### src/rtl/fsc_pkg.sv
// Constants and types for the feature-selection command decoder
//////////////////////////////////////////////////////////////////////////////
// What this block does
// - Unsupported or invalid subcommand or parameter ends command with abort error.
// - 01h enables, 81h disables byte-wide transfers; 16-bit indicator stays low.
// - 02h enables, 82h disables write cache; disable flushes before completion.
// - 03h takes transfer mode from sector count: type high five, mode low three.
// - Type 00001b PIO, 00100b multiword DMA, 01000b Ultra DMA, others reserved.
// - Type zero, mode 000b default PIO; 001b default PIO and ready off.
// - Exactly one PIO mode, and exactly one DMA mode, always selected.
// - Ultra DMA selection cancels multiword DMA and the reverse.
// - Ready handshake is supported whenever PIO mode is 3 or above.
// - Every mode number up to the highest supported is accepted.
// - 05h takes power level 01h..FEh from sector count; enables advanced power management.
// - 80h min no standby, 81h-FDh no standby, 02h-7Fh standby, FFh/00h reserved.
// - 85h turns advanced power management off.
// - 0Ah/8Ah enable/disable power level 1; default is disabled.
// - 55h disables, AAh enables look-ahead; 55h and BBh states are defaults.
// - BBh sets four ECC bytes per sector on long read and write.
// - 9Ah sector count is quarter of host current limit in mA.
// - After 9Ah, lowest value to cylinder low, highest to cylinder high.
// - Out-of-range current limits clamp; power-on default is highest performance.
// - 66h stops, CCh restores default reload on soft reset; default reloads.
// - 69h, 96h, 97h accepted with no effect; 09h/89h extended power on/off.
// - Aborted subcommand sets abort error and leaves settings unchanged.
`default_nettype none
package fsc_pkg;
  localparam logic [7:0] CMD_SET_FEATURES = 8'hEF;
  localparam logic [7:0] SC_BYTE_ON       = 8'h01;
  localparam logic [7:0] SC_BYTE_OFF      = 8'h81;
  localparam logic [7:0] SC_WC_ON         = 8'h02;
  localparam logic [7:0] SC_WC_OFF        = 8'h82;
  localparam logic [7:0] SC_XFER          = 8'h03;
  localparam logic [7:0] SC_APM_ON        = 8'h05;
  localparam logic [7:0] SC_APM_OFF       = 8'h85;
  localparam logic [7:0] SC_EXTP_ON       = 8'h09;
  localparam logic [7:0] SC_EXTP_OFF      = 8'h89;
  localparam logic [7:0] SC_PL1_ON        = 8'h0A;
  localparam logic [7:0] SC_PL1_OFF       = 8'h8A;
  localparam logic [7:0] SC_RLA_OFF       = 8'h55;
  localparam logic [7:0] SC_RLA_ON        = 8'hAA;
  localparam logic [7:0] SC_POR_OFF       = 8'h66;
  localparam logic [7:0] SC_POR_ON        = 8'hCC;
  localparam logic [7:0] SC_NOP_A         = 8'h69;
  localparam logic [7:0] SC_NOP_B         = 8'h96;
  localparam logic [7:0] SC_NOP_C         = 8'h97;
  localparam logic [7:0] SC_CURLIM        = 8'h9A;
  localparam logic [7:0] SC_ECC4          = 8'hBB;
  // Transfer type field values
  localparam logic [4:0] XT_DEFAULT = 5'h00;
  localparam logic [4:0] XT_PIO     = 5'h01;
  localparam logic [4:0] XT_MDMA    = 5'h04;
  localparam logic [4:0] XT_UDMA    = 5'h08;
  localparam logic [2:0] XM_DEF     = 3'h0;
  localparam logic [2:0] XM_NORDY   = 3'h1;
  // Highest supported modes; lowest PIO mode needing ready
  localparam logic [2:0] PIO_MAX    = 3'h4;
  localparam logic [2:0] MDMA_MAX   = 3'h2;
  localparam logic [2:0] UDMA_MAX   = 3'h4;
  localparam logic [2:0] PIO_RDY_MIN = 3'h3;
  // Power level limits
  localparam logic [7:0] APM_RES_LO = 8'h00;
  localparam logic [7:0] APM_RES_HI = 8'hFF;
  localparam logic [7:0] APM_DEF    = 8'hFE;
  localparam logic [7:0] APM_NOSTBY = 8'h80;
  // Current limit range, 4 mA units
  localparam logic [7:0] CUR_MIN    = 8'h0A;
  localparam logic [7:0] CUR_MAX    = 8'h32;
  // Flush time
  localparam int FLUSH_NS     = 1000;
  localparam int CLK_NS       = 8;
  localparam int FLUSH_CYCLES = (FLUSH_NS + CLK_NS - 1) / CLK_NS;
  // Reset values of settings
  localparam logic       RST_BYTE  = 1'b0;
  localparam logic       RST_WC    = 1'b1;
  localparam logic [2:0] RST_PIO   = 3'h0;
  localparam logic       RST_RLA   = 1'b0;  // Look-ahead off, as after 55h
  localparam logic       RST_ECC4  = 1'b1;
  localparam logic       RST_POR   = 1'b1;
  typedef enum logic [1:0] {
    FSC_IDLE  = 2'b00,
    FSC_EXEC  = 2'b01,
    FSC_FLUSH = 2'b11
  } fsc_state_t;
endpackage : fsc_pkg
`default_nettype wire

### src/rtl/fsc_decoder.sv
// Feature-selection command decoder and drive settings store
`default_nettype none
module fsc_decoder (
  input  wire logic       clk_i,
  input  wire logic       rst_n_i,
  input  wire logic       cmd_valid_i,
  input  wire logic [7:0] cmd_code_i,
  input  wire logic [7:0] features_i,
  input  wire logic [7:0] sector_count_i,
  input  wire logic       soft_reset_i,
  input  wire logic       flush_done_i,
  input  wire logic       data_reg_access_i,
  output var  logic       busy_o,
  output var  logic       done_o,
  output var  logic       abort_o,
  output var  logic [7:0] cyl_low_o,
  output var  logic [7:0] cyl_high_o,
  output var  logic       cyl_load_o,
  output var  logic       flush_start_o,
  output var  logic       byte_mode_o,
  output var  logic       sixteen_bit_io_indicator_o,
  output var  logic       write_cache_o,
  output var  logic       pio_mode_valid_o,
  output var  logic [2:0] pio_mode_o,
  output var  logic       iordy_en_o,
  output var  logic       dma_is_udma_o,
  output var  logic [2:0] dma_mode_o,
  output var  logic       apm_en_o,
  output var  logic [7:0] apm_level_o,
  output var  logic       apm_standby_ok_o,
  output var  logic       ext_power_o,
  output var  logic       pl1_en_o,
  output var  logic       look_ahead_o,
  output var  logic       ecc4_o,
  output var  logic       por_reload_o,
  output var  logic [7:0] cur_limit_o
);

  //////////////////////////////////////////////////////////////////////////
  // Helpers

  // Clamp host current request into supported range
  function automatic logic [7:0] clamp_cur(input logic [7:0] v);
    if (v < fsc_pkg::CUR_MIN) begin
      clamp_cur = fsc_pkg::CUR_MIN;
    end else if (v > fsc_pkg::CUR_MAX) begin
      clamp_cur = fsc_pkg::CUR_MAX;
    end else begin
      clamp_cur = v;
    end
  endfunction : clamp_cur

  // Ready handshake needed for the given PIO mode
  function automatic logic rdy_need(input logic [2:0] m);
    rdy_need = (m >= fsc_pkg::PIO_RDY_MIN);
  endfunction : rdy_need

  //////////////////////////////////////////////////////////////////////////
  // State

  fsc_pkg::fsc_state_t state;
  fsc_pkg::fsc_state_t next_state;
  logic [7:0] feat;
  logic [7:0] next_feat;
  logic [7:0] parm;
  logic [7:0] next_parm;
  logic [15:0] fcnt;
  logic [15:0] next_fcnt;
  logic next_busy;
  logic next_done;
  logic next_abort;
  logic [7:0] next_cyl_low;
  logic [7:0] next_cyl_high;
  logic next_cyl_load;
  logic next_flush_start;
  logic next_byte_mode;
  logic next_write_cache;
  logic [2:0] next_pio_mode;
  logic next_iordy_en;
  logic next_dma_is_udma;
  logic [2:0] next_dma_mode;
  logic next_apm_en;
  logic [7:0] next_apm_level;
  logic next_ext_power;
  logic next_pl1_en;
  logic next_look_ahead;
  logic next_ecc4;
  logic next_por_reload;
  logic [7:0] next_cur_limit;
  logic next_sixteen;
  logic [4:0] xtype;
  logic [2:0] xmode;

  assign xtype = parm[7:3];
  assign xmode = parm[2:0];

  //////////////////////////////////////////////////////////////////////////
  // Next-value logic

  always_comb begin
    next_state       = state;
    next_feat        = feat;
    next_parm        = parm;
    next_fcnt        = fcnt;
    next_busy        = busy_o;
    next_done        = 1'b0;
    next_abort       = abort_o;
    next_cyl_low     = cyl_low_o;
    next_cyl_high    = cyl_high_o;
    next_cyl_load    = 1'b0;
    next_flush_start = 1'b0;
    next_byte_mode   = byte_mode_o;
    next_write_cache = write_cache_o;
    next_pio_mode    = pio_mode_o;
    next_iordy_en    = iordy_en_o;
    next_dma_is_udma = dma_is_udma_o;
    next_dma_mode    = dma_mode_o;
    next_apm_en      = apm_en_o;
    next_apm_level   = apm_level_o;
    next_ext_power   = ext_power_o;
    next_pl1_en      = pl1_en_o;
    next_look_ahead  = look_ahead_o;
    next_ecc4        = ecc4_o;
    next_por_reload  = por_reload_o;
    next_cur_limit   = cur_limit_o;
    // Soft reset while idle reloads defaults unless disabled
    if (soft_reset_i && por_reload_o && state == fsc_pkg::FSC_IDLE) begin
      next_byte_mode   = fsc_pkg::RST_BYTE;
      next_write_cache = fsc_pkg::RST_WC;
      next_pio_mode    = fsc_pkg::RST_PIO;
      next_iordy_en    = 1'b1;
      next_dma_is_udma = 1'b0;
      next_dma_mode    = 3'h0;
      next_apm_en      = 1'b0;
      next_apm_level   = fsc_pkg::APM_DEF;
      next_ext_power   = 1'b0;
      next_pl1_en      = 1'b0;
      next_look_ahead  = fsc_pkg::RST_RLA;
      next_ecc4        = fsc_pkg::RST_ECC4;
      next_cur_limit   = fsc_pkg::CUR_MAX;
    end
    case (state)
      fsc_pkg::FSC_IDLE: begin
        if (cmd_valid_i && cmd_code_i == fsc_pkg::CMD_SET_FEATURES) begin
          next_feat  = features_i;
          next_parm  = sector_count_i;
          next_busy  = 1'b1;
          next_abort = 1'b0;
          next_state = fsc_pkg::FSC_EXEC;
        end
      end
      fsc_pkg::FSC_EXEC: begin
        next_busy = 1'b0;
        next_done = 1'b1;
        next_state = fsc_pkg::FSC_IDLE;
        case (feat)
          fsc_pkg::SC_BYTE_ON:  next_byte_mode = 1'b1;
          fsc_pkg::SC_BYTE_OFF: next_byte_mode = 1'b0;
          fsc_pkg::SC_WC_ON:    next_write_cache = 1'b1;
          fsc_pkg::SC_WC_OFF: begin
            next_write_cache = 1'b0;
            next_flush_start = 1'b1;
            next_fcnt        = 16'(fsc_pkg::FLUSH_CYCLES);
            next_busy        = 1'b1;
            next_done        = 1'b0;
            next_state       = fsc_pkg::FSC_FLUSH;
          end
          fsc_pkg::SC_XFER: begin
            // Only listed types and supported mode numbers pass
            if (xtype == fsc_pkg::XT_DEFAULT && xmode == fsc_pkg::XM_DEF) begin
              next_pio_mode = fsc_pkg::RST_PIO;
              next_iordy_en = 1'b1;
            end else if (xtype == fsc_pkg::XT_DEFAULT && xmode == fsc_pkg::XM_NORDY) begin
              next_pio_mode = fsc_pkg::RST_PIO;
              next_iordy_en = 1'b0;
            end else if (xtype == fsc_pkg::XT_PIO && xmode <= fsc_pkg::PIO_MAX) begin
              next_pio_mode = xmode;
              next_iordy_en = rdy_need(xmode) ? 1'b1 : iordy_en_o;
            end else if (xtype == fsc_pkg::XT_MDMA && xmode <= fsc_pkg::MDMA_MAX) begin
              next_dma_is_udma = 1'b0;
              next_dma_mode    = xmode;
            end else if (xtype == fsc_pkg::XT_UDMA && xmode <= fsc_pkg::UDMA_MAX) begin
              next_dma_is_udma = 1'b1;
              next_dma_mode    = xmode;
            end else begin
              next_abort = 1'b1;
            end
          end
          fsc_pkg::SC_APM_ON: begin
            if (parm == fsc_pkg::APM_RES_LO || parm == fsc_pkg::APM_RES_HI) begin
              next_abort = 1'b1;
            end else begin
              next_apm_en    = 1'b1;
              next_apm_level = parm;
            end
          end
          fsc_pkg::SC_APM_OFF:  next_apm_en = 1'b0;
          fsc_pkg::SC_EXTP_ON:  next_ext_power = 1'b1;
          fsc_pkg::SC_EXTP_OFF: next_ext_power = 1'b0;
          fsc_pkg::SC_PL1_ON:   next_pl1_en = 1'b1;
          fsc_pkg::SC_PL1_OFF:  next_pl1_en = 1'b0;
          fsc_pkg::SC_RLA_OFF:  next_look_ahead = 1'b0;
          fsc_pkg::SC_RLA_ON:   next_look_ahead = 1'b1;
          fsc_pkg::SC_POR_OFF:  next_por_reload = 1'b0;
          fsc_pkg::SC_POR_ON:   next_por_reload = 1'b1;
          fsc_pkg::SC_NOP_A, fsc_pkg::SC_NOP_B, fsc_pkg::SC_NOP_C: begin
            next_abort = 1'b0;
          end
          fsc_pkg::SC_CURLIM: begin
            next_cur_limit = clamp_cur(parm);
            next_cyl_low   = fsc_pkg::CUR_MIN;
            next_cyl_high  = fsc_pkg::CUR_MAX;
            next_cyl_load  = 1'b1;
          end
          fsc_pkg::SC_ECC4:     next_ecc4 = 1'b1;
          default:              next_abort = 1'b1;
        endcase
      end
      fsc_pkg::FSC_FLUSH: begin
        // Completion waits for flush and minimum time
        if (fcnt != 16'h0000) begin
          next_fcnt = fcnt - 16'h0001;
        end
        if (flush_done_i && fcnt == 16'h0000) begin
          next_busy  = 1'b0;
          next_done  = 1'b1;
          next_state = fsc_pkg::FSC_IDLE;
        end
      end
      default: next_state = fsc_pkg::FSC_IDLE;
    endcase
    // Byte mode keeps the 16-bit indicator low
    next_sixteen = data_reg_access_i && !next_byte_mode;
  end

  //////////////////////////////////////////////////////////////////////////
  // Registers

  always_ff @(posedge clk_i or negedge rst_n_i) begin
    if (!rst_n_i) begin
      state         <= fsc_pkg::FSC_IDLE;
      feat          <= 8'h00;
      parm          <= 8'h00;
      fcnt          <= 16'h0000;
      busy_o        <= 1'b0;
      done_o        <= 1'b0;
      abort_o       <= 1'b0;
      cyl_low_o     <= 8'h00;
      cyl_high_o    <= 8'h00;
      cyl_load_o    <= 1'b0;
      flush_start_o <= 1'b0;
      byte_mode_o   <= fsc_pkg::RST_BYTE;
      write_cache_o <= fsc_pkg::RST_WC;
      pio_mode_o    <= fsc_pkg::RST_PIO;
      iordy_en_o    <= 1'b1;
      dma_is_udma_o <= 1'b0;
      dma_mode_o    <= 3'h0;
      apm_en_o      <= 1'b0;
      apm_level_o   <= fsc_pkg::APM_DEF;
      ext_power_o   <= 1'b0;
      pl1_en_o      <= 1'b0;
      look_ahead_o  <= fsc_pkg::RST_RLA;
      ecc4_o        <= fsc_pkg::RST_ECC4;
      por_reload_o  <= fsc_pkg::RST_POR;
      cur_limit_o   <= fsc_pkg::CUR_MAX;
      sixteen_bit_io_indicator_o <= 1'b0;
      apm_standby_ok_o <= 1'b0;
      pio_mode_valid_o <= 1'b1;
    end else begin
      state         <= next_state;
      feat          <= next_feat;
      parm          <= next_parm;
      fcnt          <= next_fcnt;
      busy_o        <= next_busy;
      done_o        <= next_done;
      abort_o       <= next_abort;
      cyl_low_o     <= next_cyl_low;
      cyl_high_o    <= next_cyl_high;
      cyl_load_o    <= next_cyl_load;
      flush_start_o <= next_flush_start;
      byte_mode_o   <= next_byte_mode;
      write_cache_o <= next_write_cache;
      pio_mode_o    <= next_pio_mode;
      iordy_en_o    <= next_iordy_en;
      dma_is_udma_o <= next_dma_is_udma;
      dma_mode_o    <= next_dma_mode;
      apm_en_o      <= next_apm_en;
      apm_level_o   <= next_apm_level;
      ext_power_o   <= next_ext_power;
      pl1_en_o      <= next_pl1_en;
      look_ahead_o  <= next_look_ahead;
      ecc4_o        <= next_ecc4;
      por_reload_o  <= next_por_reload;
      cur_limit_o   <= next_cur_limit;
      sixteen_bit_io_indicator_o <= next_sixteen;
      apm_standby_ok_o <= next_apm_en && (next_apm_level < fsc_pkg::APM_NOSTBY);
      pio_mode_valid_o <= 1'b1;
    end
  end

endmodule : fsc_decoder
`default_nettype wire

### config.mk
export PLATFORM = sky130hd
export DESIGN_NAME = fsc_decoder
export DESIGN_NICKNAME = d
export VERILOG_FILES = /design/src/rtl/fsc_pkg.sv /design/src/rtl/fsc_decoder.sv
export SDC_FILE = /design/constraint.sdc
export NUM_CORES = 1
export LEC_CHECK = 0
export BUFFER_PORTS_ARGS = -buffer_cell sky130_fd_sc_hd__buf_4
export CAP_MARGIN = 20
export CORE_UTILIZATION = 56
export CTS_BUF_LIST = sky130_fd_sc_hd__clkbuf_8
export CTS_CLUSTER_DIAMETER = 200
export DETAILED_ROUTE_END_ITERATION = 6
export GPL_ROUTABILITY_DRIVEN = 0
export PLACE_DENSITY = 0.82
export SLEW_MARGIN = 20
export SYNTH_ARGS = -nofsm -noshare
export SYNTH_HDL_FRONTEND = slang
export SYNTH_SLANG_ARGS = --single-unit
### constraint.sdc
create_clock -name clk_i -period 2.25 [get_ports clk_i]
set_input_delay 0.1125 -clock clk_i [delete_from_list [all_inputs] [get_ports clk_i]]
set_output_delay 0.1125 -clock clk_i [all_outputs]
set_load 0.01 [all_outputs]
[Word-level counts from Yosys, hierarchy flattened]
Index checks and enable logic that the tools add are counted.
Storage, ports and cells
  register bits: 75
  output and inout port bits: 56
  word-level logic and storage cells: 193
Cells by class
  $add $sub $neg: 1
  $lt $le $gt $ge: 6
  equal/unequal tests: 40
  mux-type cells: 87
  reductions and logical operators: 32
Operator list (number)
  8-bit == test, second input constant: 13
  8-bit two-way mux: 9
  1-bit two-way mux: 46
  3-bit two-way mux: 14
  16-bit two-way mux: 2
  16-bit case mux with 2 select lines: 1
  8-bit by 7-bit == test with 1-bit output, second input constant: 3
  3-bit inequality test, second input constant: 6
  1-bit case mux with 2 select lines: 9
  8-bit by 2-bit == test with 1-bit output, second input constant: 2
  8-bit by 4-bit == test with 1-bit output, second input constant: 2
  16-bit logical NOT: 1
  16-bit nonzero test: 1
  16-bit by 1-bit subtractor with 16-bit output, second input constant: 1
  15-bit OR reduction: 1
  1-bit logical AND: 11
  9-bit AND reduction: 1
  8-bit by 1-bit == test with 1-bit output, second input constant: 1
  8-bit by 3-bit == test with 1-bit output, second input constant: 1
  8-bit by 6-bit greater-than comparator with 1-bit output, second input constant: 1
  8-bit logical NOT: 1
  8-bit by 4-bit less-than comparator with 1-bit output, second input constant: 1
  8-bit less-than comparator, second input constant: 1
  2-bit AND reduction: 4
  other kinds (25): 33

[Depth between registers and ports, before layout]
  depth in word-level cells: 10
  mapped depth: 9
  depth with buffers taken out: 7

[Worst setup path before layout]
OpenSTA, ideal clock, no wires.
  kind: register to register
  start: reg parm[4]
  end: reg abort_o
  library setup time: 0.125 ns
  arrival: 1.915 ns
  required time: 2.125 ns
  setup slack: 0.210 ns
  stages on the path, launching flop included: 8
  path buffers: 1
  cell sequence: dfrtp_1 -> buf_6 -> or4_4 -> nor3_4 -> a21oi_2 -> nor4b_4 -> a21oi_2 -> mux2_4
On the way
  cells in the longest elaborated chain, start to end: 4
  elaborated cells on any way between the ends: 19
RTL lines
  start: declaration: line fsc_decoder.sv:65  | logic [7:0] parm;
  start signal: assignment: line fsc_decoder.sv:272  | parm <= next_parm;
  8-bit == test, or another cell as far along: line fsc_decoder.sv:190  | if (parm == fsc_pkg::APM_RES_LO || parm == fsc_pkg::APM_RES_HI) begin
  1-bit logical OR, or another cell as far along: line fsc_decoder.sv:190
  3-bit inequality test (no line)
  9-bit AND reduction (no line) (*)
  end signal: assignment: line fsc_decoder.sv:276  | abort_o <= next_abort;
  end: declaration: line fsc_decoder.sv:15  | output var logic abort_o,
Every way passes the cells marked *; elsewhere a longest branch is shown, timed or not.
A chain may end at the register's enable or synchronous reset.

[Worst setup path after layout]
  start: reg parm[0]
  end: reg abort_o
On the way
  cells in the longest elaborated chain, start to end: 4
  elaborated cells on any way between the ends: 19
RTL lines
  3-bit less-or-equal comparator, or another cell as far along: line fsc_decoder.sv:176, fsc_decoder.sv:182
  1-bit logical AND, or another cell as far along: line fsc_decoder.sv:182  | end else if (xtype == fsc_pkg::XT_UDMA && xmode <= fsc_pkg::UDMA_MAX) begin
  3-bit inequality test (no line)
  9-bit AND reduction (no line) (*)
Marks and branches as above.

==> results <==
- Summing every instance area after synthesis gives 3854 um^2.
- The detailed router placed 3380 vias in this run.
- Counting along the longest clock path gives a buffer depth of 2.
- After layout, the minimum clock period comes to 2.207 ns.
- For this run, design rule violations remaining after detail routing come to 9.
- The max-slew violation count came to 0.
- For this run, the total global-route usage over all layers was measured as 28.17%.
- The detailed-router iteration count before antenna repair is 7.
- The clock insertion delay at the later pin of the skew report is 0.35 ns.
- For met1 alone, demand over resource in global routing was 36.57%.
- After synthesis, the largest area contributor takes up 38.96% of total cell area.
- At the pin with the least slew margin, the transition time is 0.9150 ns.
- Setup violations remaining at the end of the flow were counted as 0.
- The floorplan die height is 84.96 um.
- The number of inserted diodes is 0.
- The checks that failed: DRC.
- The clock net in this run drives a total of 74 sinks.
- The achievable clock frequency is 453.1 MHz.
- The total grt overflow is 0.
- For this configuration, the core starts out at a cell density of 59.33%.
- The final design area excluding fillers is 4875 um^2.
- The number of warning messages in the yosys log is 0.
- The share of the clock period used by the worst path after layout is 98.09%.
- The placeable core region is 6495 um^2.
- The critical path is of the register to register type.
- The synthesized design contains 74 register bits.
- From synthesis to final layout, the design area changed by 26.49%.
- After synthesis, flip-flops and latches occupy 48.51% of the total area.
- Synthesis instantiated 65 different standard cells from the library.
- The layout net count is 515.
- IR analysis of the VDD net gives a maximum drop of 0.4010 mV.
- The synthesized instance count is 385.
- Entering global routing, the biggest net connects 75 pins.
- The routing layer with the top usage in global route is met2.
- The met2 track demand over resource in global routing is 46.19%.
- The most common cell in the netlist is sky130_fd_sc_hd__dfrtp_1.
- The horizontal die dimension is 84.96 um.
- The root buffer cell chosen for the clock tree is sky130_fd_sc_hd__clkbuf_8.
- In this run, synthesis inferred 0 flip-flops with an integrated enable.
- In this run the power density over the cells is 550.8 nW/um^2.
- The via density per instance is 5.982.
- After synthesis, the cell types taking the most area are sky130_fd_sc_hd__dfrtp_1, sky130_fd_sc_hd__dfstp_2, sky130_fd_sc_hd__mux2_2.
- The number of global-route vias before repair is 3217.
- STA puts the critical path data required time at 2.49 ns.
- In the synthesized netlist the async set-or-reset flop fraction comes to 100.0%.
- The analysis attributes to cell leakage a power of 2.275 nW.
- The CTS buffer count is 9.
- The number of H-tree levels is 3.
- The main flop type after synthesis is sky130_fd_sc_hd__dfrtp_1.
- The layout cell share with drive strength beyond 1 is 32.17%.
- The floorplan has 29 rows.
- The setup TNS is 0 ns.
- The type of element launching the critical path is a register.
- Once detail routing completed, the nets flagged for antenna violations numbered 0.
- The wire length of the first global-routing pass is 15660 um.
- The commonest cells after synthesis are sky130_fd_sc_hd__dfrtp_1, sky130_fd_sc_hd__nand2_1, sky130_fd_sc_hd__nor2_1, sky130_fd_sc_hd__o21ai_0, sky130_fd_sc_hd__buf_4.
- The number of hold violations in the final report came to 0.
- The aggregate routed wire length is 9502 um.
- The area of placed instances is 4484 um^2.
- A synthesized cell averages 10.01 um^2.
- TritonCTS built the clock tree.
- The initial antenna violation count is 0.
- The worst setup skew after layout is 0.006047 ns.
- In this run the tightest slew margin relative to its limit is 39.00%.
- After layout, the worst setup slack is 0.04288 ns.
- Across all hold checks on the routed design, the worst slack comes to 0.01072 ns.
- The maximum cell stage delay along the critical path is 0.54 ns.
- STA classifies the critical path endpoint as a register.
- The slowest stage of the critical path belongs to the cell sky130_fd_sc_hd__o21ai_0.
- For this run, global-route usage on met3 was measured as 5.739%.
- The path class of the tightest hold or removal check is primary input to register.
- The synthesized design spends more area on one cell type than any other, namely sky130_fd_sc_hd__dfrtp_1.
- The area of the die is 7217 um^2.
- The CTS clock-pin slew for the worst setup and hold paths is 0.08 ns.
- The DRC violation total after the first TritonRoute iteration is 289.
- The signal arrival time at the worst endpoint is 2.45 ns.
- The count of max-cap constraint violations is 0.
- The critical path goes through o21ai_0 > nand4_1 > a21o_2 > a21o_1 > a21oi_2 > mux2_4.
- The flow ran to the end, but the final reports show violations.
- The number of top-level pins is 86.
- Along the worst path, the maximum fanout reaches 11.
- After layout, the design draws a total of 0.002685 W.
- Dividing the detail-routed wire length by the instance count gives 16.82 um.
- The placement-stage worst setup slack is 0.07096 ns.
- Setup repair after global routing left no endpoint under its margin.
- After legalization and detailed placement, the total HPWL measured 6615 um.
- The number of I/O port buffers is 73.
[registers in the layout, indices dropped and copies added (netlist names), 2 cells and up]
signal,cells
dma_mode_o,3
cur_limit_o,8
pio_mode_o,3
feat,8
state,2
apm_level_o,8
parm,8
fcnt,16
[final timing paths]
path | from | endpoint | slack, ns | depth (start not counted)
worst max-delay path | parm[0] | abort_o | 0.04 | 6
worst min-delay path | sector_count_i[4] | parm[4] | 0.01 | 2
worst max register to register | parm[0] | abort_o | 0.04 | 6
worst min register to register | cur_limit_o[7] | cur_limit_o[7] | 0.52 | 1
max in group asynchronous | rst_n_i | fcnt[3] | 1.19 | 2
min in group asynchronous | rst_n_i | cyl_low_o[1] | 0.43 | 2
[logic make-up after synthesis]
| group | count (synthesis) | share of synthesized area [%] |
|---|---|---|
| compound gates | 87 | 15.16 |
| simple gates | 150 | 22.37 |
| flops | 74 | 48.51 |
| xor+xnor | 11 | 2.500 |
| fa+ha+maj | 2 | 0.6492 |
| other cells | 2 | 0.1949 |
| buf+inv | 46 | 6.721 |
| mux | 13 | 3.896 |
[stage by stage]
step	util, %	std cells
global placement	69.04	532
finish	75.05	565
global route	75.05	565
floorplan	-	395
detailed placement	69.04	532
CTS	74.71	565
[report_power, final]
part / switching (W) / internal [W]
sequential: 0.0000304 / 0.00135
clock: 0.000482 / 0.000560
combinational: 0.000142 / 0.000120
total: 0.000655 / 0.00203
[final cells by class]
| class | instances | area, um^2 |
|---|---|---|
| Multi-Input combinational cell | 275 | 1785 |
| Inverter | 11 | 42.54 |
| Clock inverter | 5 | 46.29 |
| Timing Repair Buffer | 112 | 883.3 |
| Clock buffer | 11 | 151.4 |
| Sequential cell | 74 | 1869 |
| Fill cell | 461 | 1620 |
| Tap cell | 77 | 96.34 |
[critical path: cells and delay by family (launching register included)]
family / cells / cell delay (ns)
AO/OA/AOI/OAI: 4 / 1.10
AND/OR/NAND/NOR: 1 / 0.18
multiplexers: 1 / 0.31
flip-flops: 1 / 0.51
[layer usage]
metal | part of all wire (%) | wire length [um] | vias up
met2 | 48 | 4572 | 191
li1 | - | - | 1554
met1 | 42 | 3962 | 1599
met5 | 0 | 0 | -
met4 | 2.9 | 271 | 0
met3 | 7.3 | 696 | 36
[timing repair]
item	CTS	global route
buffers inserted	0	0
resized for setup	0	6
hold endpoints to repair	76	0
setup endpoints to repair	0	7
hold buffers	17	0
[cells in the final DEF, fill, tap and decap left out, types with 14 or more instances in the layout]
| master | synthesis | routed |
|---|---|---|
| sky130_fd_sc_hd__nand2_1 | 35 | 35 |
| sky130_fd_sc_hd__dfrtp_1 | 60 | 60 |
| sky130_fd_sc_hd__o21ai_0 | 26 | 25 |
| sky130_fd_sc_hd__nor3_1 | 14 | 14 |
| sky130_fd_sc_hd__dlygate4sd3_1 | 0 | 17 |
| sky130_fd_sc_hd__buf_4 | 16 | 95 |
| sky130_fd_sc_hd__a21oi_1 | 14 | 14 |
| sky130_fd_sc_hd__nor2_1 | 29 | 27 |
| sky130_fd_sc_hd__dfstp_2 | 14 | 14 |
(Power assumes the default switching activity.)
